`config.mk`:
```
export PLATFORM = sky130hd
export DESIGN_NAME = t16bac_counter
export DESIGN_NICKNAME = d
export VERILOG_FILES = /design/src/design/t16bac_counter.v
export VERILOG_INCLUDE_DIRS = /design/src /design/src/include
export SDC_FILE = /design/constraint.sdc
export NUM_CORES = 1
export LEC_CHECK = 0
export ABC_AREA = 1
export BUFFER_PORTS_ARGS = -buffer_cell sky130_fd_sc_hd__buf_4
export CAP_MARGIN = 40
export CORE_UTILIZATION = 45
export CTS_CLUSTER_SIZE = 10
export DETAILED_ROUTE_END_ITERATION = 10
export GPL_ROUTABILITY_DRIVEN = 0
export PLACE_DENSITY = 0.66
export SLEW_MARGIN = 20
export SYNTH_ARGS = -nofsm -noshare
export SYNTH_HDL_FRONTEND = slang
export SYNTH_SLANG_ARGS = --single-unit
```
`constraint.sdc`:
```
create_clock -name ref_clk -period 6.6 [get_ports ref_clk]
set_input_delay 0.66 -clock ref_clk [delete_from_list [all_inputs] [get_ports ref_clk]]
set_output_delay 0.66 -clock ref_clk [all_outputs]
set_load 0.01 [all_outputs]
```
`src/include/t16bac_defines.vh`:
```
// Constants for the 16-bit timer byte-access and counter core
`ifndef T16BAC_DEFINES_VH
`define T16BAC_DEFINES_VH

// ----------------------------------------------------------------
// Register addresses (4-bit I/O space)
// ----------------------------------------------------------------
`define T16_ADDR_CTRL_A     4'h0
`define T16_ADDR_CTRL_B     4'h1
`define T16_ADDR_CNT_LO     4'h4
`define T16_ADDR_CNT_HI     4'h5
`define T16_ADDR_CAP_LO     4'h6
`define T16_ADDR_CAP_HI     4'h7
`define T16_ADDR_CMPA_LO    4'h8
`define T16_ADDR_CMPA_HI    4'h9
`define T16_ADDR_CMPB_LO    4'ha
`define T16_ADDR_CMPB_HI    4'hb
`define T16_ADDR_FLAGS      4'hc

// ----------------------------------------------------------------
// Field positions and reset values
// ----------------------------------------------------------------
`define T16_CTRLA_MODE_LSB  0
`define T16_CTRLB_CLK_LSB   0
`define T16_CTRLB_MODE_LSB  3
`define T16_FLAG_OVF_BIT    0
`define T16_CTRL_RESET      8'h00
`define T16_WORD_RESET      16'h0000

// ----------------------------------------------------------------
// Counter limits
// ----------------------------------------------------------------
`define T16_BOTTOM          16'h0000
`define T16_MAX             16'hffff
`define T16_TOP_8BIT        16'h00ff
`define T16_TOP_9BIT        16'h01ff
`define T16_TOP_10BIT       16'h03ff

`endif

```
`src/design/t16bac_counter.v`:
```
// 16-bit timer counter core with byte-wise CPU access via a shared high-byte latch
//
// Behaviour
// (RULE1) One shared 8-bit high-byte latch per timer
// (RULE2) Low-byte write loads latch and byte together
// (RULE3) Low-byte read copies upper byte to latch
// (RULE4) Compare reads bypass latch, leave it unchanged
// (RULE5) CPU writes high first, reads low first
// (RULE6) CPU masks interrupts around two-byte accesses
// (RULE7) Latch persists across several low-byte writes
// (RULE8) Counter upper-byte address accesses the latch
// (RULE9) Counter visible as two byte locations
// (RULE10) Clock-select zero stops the counter
// (RULE11) Counter accessible whether or not ticking
// (RULE12) CPU write beats clear or count
// (RULE13) Tick clears, increments or decrements by mode
// (RULE14) Four-bit mode field split over controls
// (RULE15) Bottom and top indications generated
// (RULE16) Overflow flag set per mode, interrupt source
// (RULE17) Bottom is 0x0000, maximum is 0xFFFF
// (RULE18) Top fixed, compare A or capture
// (RULE19) Power-reduction bit must be clear first
// (RULE20) Latch changes only on latching accesses
`timescale 1ns/1ps
`include "t16bac_defines.vh"

module t16bac_counter
(
   // Clock and reset
   input  wire        ref_clk,
   input  wire        arst_n,
   // CPU byte bus
   input  wire [3:0]  busAddr,
   input  wire        busWrite,
   input  wire        busRead,
   input  wire [7:0]  busWrData,
   output reg  [7:0]  busRdData,
   // Tick, power, capture event and overflow acknowledge
   input  wire        timerTick,
   input  wire        timerPowerReduction,
   input  wire        captureEvent,
   input  wire        overflowAck,
   // Status and values
   output reg  [15:0] timerCount,
   output reg  [15:0] compareValueA,
   output reg  [15:0] compareValueB,
   output reg  [15:0] captureValue,
   output reg         overflowFlag,
   output reg         topPulse,
   output reg         bottomPulse,
   output reg         countDown
);

   // ----------------------------------------------------------------
   // State and decode
   // ----------------------------------------------------------------
   reg  [7:0]  highLatch;      // Shared temporary high byte [RULE1]
   reg  [7:0]  controlA;
   reg  [7:0]  controlB;
   reg  [15:0] next_timerCount;
   reg  [15:0] topValue;
   reg         next_countDown;
   reg         ovfEvent;
   reg         topEvent;
   reg         bottomEvent;

   wire [3:0] waveformMode = {controlB[`T16_CTRLB_MODE_LSB+1:`T16_CTRLB_MODE_LSB],
                              controlA[`T16_CTRLA_MODE_LSB+1:`T16_CTRLA_MODE_LSB]}; // [RULE14]
   wire [2:0] clockSelect  = controlB[`T16_CTRLB_CLK_LSB+2:`T16_CTRLB_CLK_LSB];
   // Ticks pass only with a clock source and power on [RULE10] [RULE19]
   wire       tickEn       = timerTick && (clockSelect != 3'h0) && !timerPowerReduction;

   wire wrCntLo  = busWrite && (busAddr == `T16_ADDR_CNT_LO);
   wire wrCapLo  = busWrite && (busAddr == `T16_ADDR_CAP_LO);
   wire wrCmpALo = busWrite && (busAddr == `T16_ADDR_CMPA_LO);
   wire wrCmpBLo = busWrite && (busAddr == `T16_ADDR_CMPB_LO);
   wire wrAnyHi  = busWrite && ((busAddr == `T16_ADDR_CNT_HI) ||
                   (busAddr == `T16_ADDR_CAP_HI) || (busAddr == `T16_ADDR_CMPA_HI) ||
                   (busAddr == `T16_ADDR_CMPB_HI));
   wire rdCntLo  = busRead && (busAddr == `T16_ADDR_CNT_LO);
   wire rdCapLo  = busRead && (busAddr == `T16_ADDR_CAP_LO);

   // Modes with the capture value as top allow capture writes
   wire capTopMode = (waveformMode == 4'h8) || (waveformMode == 4'ha) ||
                     (waveformMode == 4'hc) || (waveformMode == 4'he);
   // Dual-slope (phase correct) modes
   wire dualSlope  = (waveformMode == 4'h1) || (waveformMode == 4'h2) ||
                     (waveformMode == 4'h3) || (waveformMode == 4'h8) ||
                     (waveformMode == 4'h9) || (waveformMode == 4'ha) ||
                     (waveformMode == 4'hb);
   // Non-PWM modes flag overflow at maximum
   wire maxOvfMode = (waveformMode == 4'h0) || (waveformMode == 4'h4) ||
                     (waveformMode == 4'hc);

   // ----------------------------------------------------------------
   // Top value selection
   // ----------------------------------------------------------------
   always @*
   begin
      case (waveformMode)
         4'h0:    topValue = `T16_MAX;           // [RULE17]
         4'h1:    topValue = `T16_TOP_8BIT;      // [RULE18]
         4'h2:    topValue = `T16_TOP_9BIT;
         4'h3:    topValue = `T16_TOP_10BIT;
         4'h4:    topValue = compareValueA;
         4'h5:    topValue = `T16_TOP_8BIT;
         4'h6:    topValue = `T16_TOP_9BIT;
         4'h7:    topValue = `T16_TOP_10BIT;
         4'h8:    topValue = captureValue;
         4'h9:    topValue = compareValueA;
         4'ha:    topValue = captureValue;
         4'hb:    topValue = compareValueA;
         4'hc:    topValue = captureValue;
         4'he:    topValue = captureValue;
         4'hf:    topValue = compareValueA;
         default: topValue = `T16_MAX;
      endcase
   end

   // ----------------------------------------------------------------
   // Count sequence
   // ----------------------------------------------------------------
   always @*
   begin
      next_timerCount = timerCount;
      next_countDown  = countDown;
      ovfEvent        = 1'b0;
      topEvent        = 1'b0;
      bottomEvent     = 1'b0;
      if (wrCntLo)
      begin
         // CPU write overrides any tick in this cycle [RULE12] [RULE2] [RULE11]
         next_timerCount = {highLatch, busWrData};
      end
      else if (tickEn)
      begin
         if (dualSlope)
         begin
            // Up to top, then down to bottom [RULE13]
            if (!countDown && (timerCount >= topValue))
            begin
               next_countDown  = 1'b1;
               next_timerCount = timerCount - 16'h0001;
               topEvent        = 1'b1;
            end
            else if (countDown && (timerCount == `T16_BOTTOM))
            begin
               next_countDown  = 1'b0;
               next_timerCount = timerCount + 16'h0001;
               bottomEvent     = 1'b1;
               ovfEvent        = 1'b1;               // [RULE16]
            end
            else if (countDown)
               next_timerCount = timerCount - 16'h0001;
            else
               next_timerCount = timerCount + 16'h0001;
         end
         else
         begin
            next_countDown = 1'b0;
            if (timerCount == topValue)
            begin
               next_timerCount = `T16_BOTTOM;      // Clear at top [RULE13]
               topEvent        = 1'b1;
               bottomEvent     = 1'b1;
               ovfEvent        = !maxOvfMode;      // [RULE16]
            end
            else
               next_timerCount = timerCount + 16'h0001;
            if (maxOvfMode && (timerCount == `T16_MAX))
               ovfEvent = 1'b1;                    // [RULE16] [RULE17]
         end
      end
   end

   // ----------------------------------------------------------------
   // Counter, indications and overflow flag
   // ----------------------------------------------------------------
   always @(posedge ref_clk or negedge arst_n)
   begin
      if (!arst_n)
      begin
         timerCount   <= `T16_WORD_RESET;
         countDown    <= 1'b0;
         topPulse     <= 1'b0;
         bottomPulse  <= 1'b0;
         overflowFlag <= 1'b0;
      end
      else
      begin
         timerCount  <= next_timerCount;
         countDown   <= next_countDown;
         topPulse    <= topEvent;                  // [RULE15]
         bottomPulse <= bottomEvent;               // [RULE15]
         // Set wins over acknowledge or write-one clear
         if (ovfEvent)
            overflowFlag <= 1'b1;                  // [RULE16]
         else if (overflowAck || (busWrite && (busAddr == `T16_ADDR_FLAGS) &&
                  busWrData[`T16_FLAG_OVF_BIT]))
            overflowFlag <= 1'b0;
      end
   end

   // ----------------------------------------------------------------
   // Latch, control, compare and capture registers
   // ----------------------------------------------------------------
   always @(posedge ref_clk or negedge arst_n)
   begin
      if (!arst_n)
      begin
         highLatch     <= 8'h00;
         controlA      <= `T16_CTRL_RESET;
         controlB      <= `T16_CTRL_RESET;
         compareValueA <= `T16_WORD_RESET;
         compareValueB <= `T16_WORD_RESET;
         captureValue  <= `T16_WORD_RESET;
      end
      else
      begin
         // Latch updates only on latching accesses, else holds [RULE20] [RULE7]
         if (wrAnyHi)
            highLatch <= busWrData;                // [RULE8]
         else if (rdCntLo)
            highLatch <= timerCount[15:8];         // [RULE3]
         else if (rdCapLo)
            highLatch <= captureValue[15:8];       // [RULE3]
         if (busWrite && (busAddr == `T16_ADDR_CTRL_A))
            controlA <= busWrData;
         if (busWrite && (busAddr == `T16_ADDR_CTRL_B))
            controlB <= busWrData;
         if (wrCmpALo)
            compareValueA <= {highLatch, busWrData}; // [RULE2]
         if (wrCmpBLo)
            compareValueB <= {highLatch, busWrData}; // [RULE2]
         if (wrCapLo && capTopMode)
            captureValue <= {highLatch, busWrData};  // [RULE2]
         else if (captureEvent && !capTopMode)
            captureValue <= timerCount;
      end
   end

   // ----------------------------------------------------------------
   // Read data, one cycle after the read strobe
   // ----------------------------------------------------------------
   always @(posedge ref_clk or negedge arst_n)
   begin
      if (!arst_n)
         busRdData <= 8'h00;
      else if (busRead)
      begin
         case (busAddr)
            `T16_ADDR_CTRL_A:  busRdData <= controlA;
            `T16_ADDR_CTRL_B:  busRdData <= controlB;
            `T16_ADDR_CNT_LO:  busRdData <= timerCount[7:0];     // [RULE9]
            `T16_ADDR_CNT_HI:  busRdData <= highLatch;           // [RULE8]
            `T16_ADDR_CAP_LO:  busRdData <= captureValue[7:0];
            `T16_ADDR_CAP_HI:  busRdData <= highLatch;
            `T16_ADDR_CMPA_LO: busRdData <= compareValueA[7:0];
            `T16_ADDR_CMPA_HI: busRdData <= compareValueA[15:8]; // [RULE4]
            `T16_ADDR_CMPB_LO: busRdData <= compareValueB[7:0];
            `T16_ADDR_CMPB_HI: busRdData <= compareValueB[15:8]; // [RULE4]
            `T16_ADDR_FLAGS:   busRdData <= {7'h00, overflowFlag};
            default:           busRdData <= 8'h00;
         endcase
      end
   end

endmodule

```
==> results of run 1 <==
## flip-flops by register name (all words and copies together) (netlist names)
name,flops
compareValueB,16
overflowFlag,1
bottomPulse,1
topPulse,1
captureValue,16
timerCount,16
countDown,1
compareValueA,16
controlB,8
controlA,8
highLatch,8
busRdData,8
## where the power goes
group / leakage [nW] / total, W / internal [W] / switching, W
Combinational: 2.52 / 0.00146 / 0.000577 / 0.000886
Sequential: 1.29 / 0.00107 / 0.000793 / 0.000280
Clock: 0.149 / 0.000552 / 0.000299 / 0.000253
## critical path: stages (launching register included)
cell	delay (ps)
dfrtp_1	460
inv_2	80
nand2_4	120
inv_1	50
o21ai_1	110
o22ai_1	140
inv_2	240
nand2_2	130
a21oi_4	230
nor2_1	70
ha_1	300
nand2_1	70
nor2_1	170
nand2_1	110
nor2_1	320
nand2_2	310
nand3_2	150
nand3_1	100
nand2_1	90
nand2_1	50
## through the flow
stage / hold WS [ps] / setup slack (ps) / total power, W / std cells
after detailed placement: 471 / 3270 / 0.00252 / 1136
after global routing: 263 / 2870 / 0.00331 / 1152
final: 234 / 3200 / 0.00309 / 1152
after floorplan: 364 / 3810 / 0.00197 / 891
after CTS: 247 / 3250 / 0.00307 / 1152
after global placement: 467 / 3370 / 0.00251 / 1133
## worst paths after layout
check / start / to / slack, ps / cells past startpoint
worst max-delay path: controlA[0] / timerCount[6] / 3200 / 19
worst min-delay path: arst_n / timerCount[13] / 230 / 1
worst max register to register: controlA[0] / timerCount[6] / 3200 / 19
worst min register to register: controlB[7] / controlB[7] / 490 / 2
max in group asynchronous: arst_n / compareValueB[0] / 5390 / 3
min in group ref_clk: controlB[7] / controlB[7] / 490 / 2
## layout by cell type (no fill, tap or decap), types with 2 or more instances in the layout
master	synthesis	final
a21o_1	2	2
nand4_1	7	7
inv_2	20	20
nor2_1	59	59
nand3_2	12	12
nor2_2	10	10
a211oi_1	3	3
a221oi_1	12	12
nor2_8	2	2
clkbuf_16	0	9
clkinv_1	5	5
o21ai_0	69	69
xor2_1	22	22
o221ai_1	22	22
dfrtp_1	100	100
a21oi_1	15	15
inv_1	106	106
o22ai_1	28	28
nand2_4	4	4
nor3_1	8	8
buf_8	0	2
o211ai_1	6	6
nor4_1	2	2
inv_6	0	2
nand2_1	239	239
buf_4	6	96
ha_1	18	18
nand2_2	5	5
o21ai_1	9	9
nor2_4	3	3
nand3_1	56	56
a31oi_1	5	5
clkinv_2	0	2
## routing by layer
layer  up-vias  routed length, um
li1       3099                  -
met5         -                  0
met2       335               9660
met4         0                643
met3        42               2240
met1      3083               9670
## synth_stat cells, types with 2 or more instances
cell | count | area (um^2)
ha_1 | 18 | 225
dfrtp_1 | 100 | 2500
inv_2 | 20 | 75.1
o221ai_1 | 22 | 193
nand3_2 | 12 | 120
nor3_1 | 8 | 40.0
inv_1 | 106 | 398
nor2_8 | 2 | 40.0
o22ai_1 | 28 | 175
buf_6 | 3 | 33.8
a211oi_1 | 3 | 22.5
nor2_2 | 10 | 62.6
nor2_1 | 59 | 221
nand3_1 | 56 | 280
a31oi_1 | 5 | 31.3
a21oi_1 | 15 | 75.1
a21o_1 | 2 | 15.0
nand2_4 | 4 | 45.0
clkbuf_1 | 10 | 37.5
buf_4 | 6 | 45.0
xor2_1 | 22 | 193
nor4_1 | 2 | 12.5
nand2_1 | 239 | 897
o21ai_1 | 9 | 45.0
nand2_2 | 5 | 31.3
clkinv_1 | 5 | 18.8
buf_2 | 14 | 70.1
o21ai_0 | 69 | 345
nor2_4 | 3 | 33.8
o211ai_1 | 6 | 45.0
a221oi_1 | 12 | 105
nand4_1 | 7 | 43.8
## cell families (layout without fill, tap and decap cells)
logic type      Yosys count  in the layout  synth area share
buf+inv                 166            247             0.107
xor+xnor                 23             23            0.0306
compound gates          174            174             0.165
simple gates            410            410             0.283
fa+ha+maj                18             18            0.0342
flops                   100            100             0.380
## layout make-up
type / count / area share
Sequential cell: 100 / 0.326
Clock inverter: 6 / 0.00897
Clock buffer: 10 / 0.0298
Multi-Input combinational cell: 625 / 0.440
Inverter: 132 / 0.0649
Tap cell: 180 / 0.0293
Timing Repair Buffer: 99 / 0.101
==> summary.txt, run 1 <==
Run status
  • Status: complete, no violations

Clock tree
  • Clock Tree Root: clkbuf_16
  • Clock Path Buffers: 2
  • Cts bufs inserted: 9
  • Hold_buf cts: 0
  • Clk sink count: 100
  • CTS tree: built
  • Worst-path clk slew: 70 ps
  • Post CTS Setup Buffer Count: 0
  • PostCTS Resize Cnt: 0
  • Clk_lat worst skew: 360 ps
  • Clock H-tree levels: 3

Setup path
  • Required time worst endpoint: 6850 ps
  • Critical path class: reg -> reg
  • Arr. time, crit path: 3660 ps
  • Worst setup SP type: flip-flop
  • Nature of the critical path endpoint: flip-flop
  • Max FO, Critical Path: 14

Timing
  • Minimum clock period: 3400 ps
  • Final Slew Violations: 0
  • Slew headroom: 0.474
  • Endpoints failing setup: 0
  • Max Clock Freq: 294 MHz
  • Tcrit/Tclk final: 0.516
  • TNS Setup: 0 ps
  • Final hold viol count: 0
  • Clock skew: 7.20 ps
  • Slew of the pin with the lowest slew margin: 786 ps
  • RSZ-0062 raised after global routing: no

Global route
  • All-Layer GR Usage: 0.307
  • Initial antenna violation count: 0
  • M3 GR Usage: 0.0743
  • Met1 usage: 0.429
  • Met2 GRT Util: 0.454
  • GRT overflow: 0
  • Vias in the first global route: 6016
  • Largest net degree at the start of global routing: 53
  • Global-route wire length before repair: 34.0 mm
  • Gr busiest metal: met2

Floorplanning
  • Die footprint: 15100 um^2
  • Initial Util: 0.467
  • Row cnt: 43
  • IO Pins: 96
  • Core ar.: 14100 um^2
  • Die Width: 123 um
  • Die Ht: 123 um

Yosys
  • Syn_area_per_cell: 7.39 um^2
  • Asr flop ratio synth: 1.00
  • Post-synth EDFFs: 0
  • Synth Warn #: 0
  • Top_reg_cell synth: dfrtp_1
  • Yosys cell types: 41
  • Synth Register Bits: 100
  • Seq/Total Area, Yosys: 0.380
  • Post-Syn Instances: 891
  • Mapped Area: 6580 um^2
  • Mapped Nets: 929

Drt
  • Initial drt markers: 832
  • Final WL: 22.2 mm
  • Drt pass-1 iters: 5
  • DR vias: 6559
  • Final ANT Viol Nets: 0
  • DRC: 0
  • Via density per instance: 5.69
  • WL/cell: 19.3 um

Cells and area
  • # fillers: 1396
  • Synth-to-Final Area Change: 16.6%
  • Final core occ: 0.544
  • Area of the multi-input gates: 3370 um^2
  • Nets: 1005
  • Share of layout cells above drive strength 1: 0.179
  • Reg area: 2500 um^2
  • Ant. Diodes: 0
  • Final Instance Area: 7670 um^2

Power and ir drop
  • Maximum vdd ir drop: 0.174 mV
  • Pwr Density: 402 nW/um^2
  • Static Leak: 3.95 nW

Placed design
  • DP Wirelength: 16.7 mm
  • Port bufs: 95
  • Placed cell areas: 7380 um^2

Min path
  • Hold Crit Class: in -> async

Flow run
  • Max_cap viols: 0
Note: power is estimated with default switching activity, not from simulation.
==> inputs of run 2 (changes only) <==
Clock period 6.6 ns to 3.35 ns, I/O delays scaled along.
==> summary.txt, run 2 (synthesis gave the netlist of run 1 again) <==
Power and ir drop
  • Comb pwr share: 0.486 (+0.012)
  • Sequential share of power: 0.342 (-0.005)
  • Pwr Density: 791 nW/um^2 (+97%)
  • Static Leak: 4.01 nW (+1.4%)
  • Maximum vdd ir drop: 0.407 mV (+130%)
  • Switch Pwr: 0.00288 W (+100%)
  • Sw Share: 0.467 (+0.00779)
  • Clk pwr share: 0.172 (-0.007)
  • Power Internal: 0.00328 W (+97%)

Drt
  • Drt pass-1 iters: 5 (unchanged)
  • Initial drt markers: 803 (-3.5%)
  • Final WL: 22.5 mm (+1.5%)
  • DRC: 0 (unchanged)
  • Via density per instance: 5.73 (+0.58%)
  • WL/cell: 19.4 um (+0.49%)
  • DR vias: 6660 (+1.5%)
  • Final ANT Viol Nets: 0 (unchanged)

Setup path
  • Nature of the critical path endpoint: flip-flop
  • RR Startpoint: controlA[1]
  • Required time worst endpoint: 3600 ps (-3250 ps)
  • Max FO, Critical Path: 9 (-5)
  • FF-to-FF End: timerCount[11]
  • FF-to-FF setup slack: 240 ps (-2960 ps)
  • Arr. time, crit path: 3360 ps (-300 ps)
  • Worst setup SP type: flip-flop
  • FF-to-FF path depth: 22 (+3)
  • Critical path class: reg -> reg

Timing
  • Minimum clock period: 3110 ps (-293 ps)
  • Final Slew Violations: 0 (unchanged)
  • Max Clock Freq: 322 MHz (+9.4%)
  • Slew of the pin with the lowest slew margin: 666 ps (-120 ps)
  • Clock skew: 8.54 ps (+1.34 ps)
  • Final Worst Setup Slack: 240 ps (-2960 ps)
  • Endpoints failing setup: 0 (unchanged)
  • Final hold viol count: 0 (unchanged)
  • Slew headroom: 0.555 (+0.0812)
  • TNS Setup: 0 ps (unchanged)
  • RSZ-0062 raised after global routing: no
  • Tcrit/Tclk final: 0.928 (+0.413)

Min path
  • Worst hold endpoint: captureValue[1]
  • Hold Path Cell Cnt: 3
  • Hold Crit Class: in -> reg
  • Hold_sp: busWrData[1]

Placed design
  • DP Cell Count: 1142 (+0.53%)
  • DP Wirelength: 16.8 mm (+1.1%)
  • Port bufs: 95 (unchanged)
  • Post-place setup slack: 118 ps (-3160 ps)
  • Placed cell areas: 7400 um^2 (+0.34%)

Clock tree
  • Clock Tree Root: clkbuf_16
  • Clock H-tree levels: 3 (unchanged)
  • Worst-path clk slew: 80 ps (about the same)
  • Clk sink count: 100 (unchanged)
  • Clk_lat worst skew: 360 ps (about the same)
  • Cts bufs inserted: 9 (unchanged)
  • Clock Path Buffers: 2 (unchanged)
  • CTS tree: built

Run status
  • Status: complete, no violations

Global route
  • Initial antenna violation count: 0 (unchanged)
  • All-Layer GR Usage: 0.311 (+0.00389)
  • Largest net degree at the start of global routing: 61 (+15%)
  • Global-route wire length before repair: 34.6 mm (+1.8%)
  • Vias in the first global route: 6152 (+2.3%)
  • GRT overflow: 0 (unchanged)

Cells and area
  • Non-filler cells, final: 1163 (+0.95%)
  • Synth-to-Final Area Change: 18.4%
  • Final Instance Area: 7790 um^2 (+1.5%)
  • Area of the multi-input gates: 3390 um^2 (+0.63%)
  • Ant. Diodes: 0 (unchanged)
  • Most common cell after layout, fill and taps aside: nand2_1
  • Nets: 1016 (+1.1%)
  • Reg area: 2500 um^2 (unchanged)
  • Share of layout cells above drive strength 1: 0.192 (+0.0133)
  • Most frequent cells in the layout: nand2_1 (238), inv_1 (106), buf_4 (105)
  • # fillers: 1379 (-1.2%)

Floorplanning
  • IO Pins: 96 (unchanged)
  • Core ar.: 14100 um^2 (unchanged)
  • Die Width: 123 um (unchanged)
  • Die Ht: 123 um (unchanged)
  • Die footprint: 15100 um^2 (unchanged)
  • Initial Util: 0.467 (unchanged)
  • Row cnt: 43 (unchanged)

Flow run
  • Max_cap viols: 0 (unchanged)
-- run 2: layout make-up --
cell class                 instances  share of cell area
clock buffer                       9              0.0289
tap                              180              0.0289
timing repair buffer             110               0.112
sequential                       100               0.321
clock inverter                     7             0.00883
inverter                         132              0.0639
multi-input combinational        625               0.436
-- run 2: critical path: stages, from the launching register on --
cell	delay (ps)
dfrtp_1	410
inv_1	140
nand2_4	110
inv_1	70
o21ai_1	60
o22ai_2	200
inv_2	110
nand2_2	120
a21oi_4	70
buf_4	140
a211oi_1	180
ha_1	270
nand2_1	60
nor2_1	30
nand2_1	90
o21ai_1	90
nor2_2	160
nand3_4	170
buf_4	210
nand3_1	70
nand3_1	90
nand2_1	90
nand2_1	50
-- run 2: worst max-delay path by stage --
stage / startpoint / to / slack, ps
2_1_floorplan: controlA[1] / timerCount[8] / 560
3_3_place_gp: controlA[1] / timerCount[14] / 250
3_5_place_dp: controlA[1] / timerCount[11] / 120
4_1_cts: controlA[1] / timerCount[11] / 70
5_1_grt: controlA[1] / timerCount[13] / 1
6_report: controlA[1] / timerCount[11] / 240
-- run 2: metal layers --
| metal | vias up | routed length [um] | GRT usage |
|---|---|---|---|
| met5 | - | 0 | 0 |
| met4 | 0 | 765 | 0.130 |
| met3 | 55 | 2280 | 0.0835 |
| met2 | 351 | 9640 | 0.454 |
| met1 | 3133 | 9840 | 0.433 |
| li1 | 3121 | - | - |
-- run 2: what timing repair did --
action / 4_1_cts / 5_1_grt
setup buffers: 0 / 3
resized for setup: 0 / 5
endpoints found under the hold margin: 0 / 4
setup endpoints to repair: 0 / 17
hold buffers: 0 / 1
-- run 2: per-stage QoR --
step	hold WS, ps	utilization	total power (W)
final	206	0.553	0.00616
after global routing	218	0.553	0.00659
after CTS	78.1	0.546	0.00606
after detailed placement	473	0.525	0.00500
after global placement	466	0.523	0.00497
after floorplan	39.4	-	0.00388
-- run 2: power by group through the flow --
stage	Sequential, W	Combinational [W]	Clock, W
floorplan	0.00200	0.00188	0
global placement	0.00211	0.00286	0
detailed placement	0.00211	0.00289	0
CTS	0.00209	0.00291	0.00106
global route	0.00215	0.00332	0.00112
finish	0.00211	0.00299	0.00106
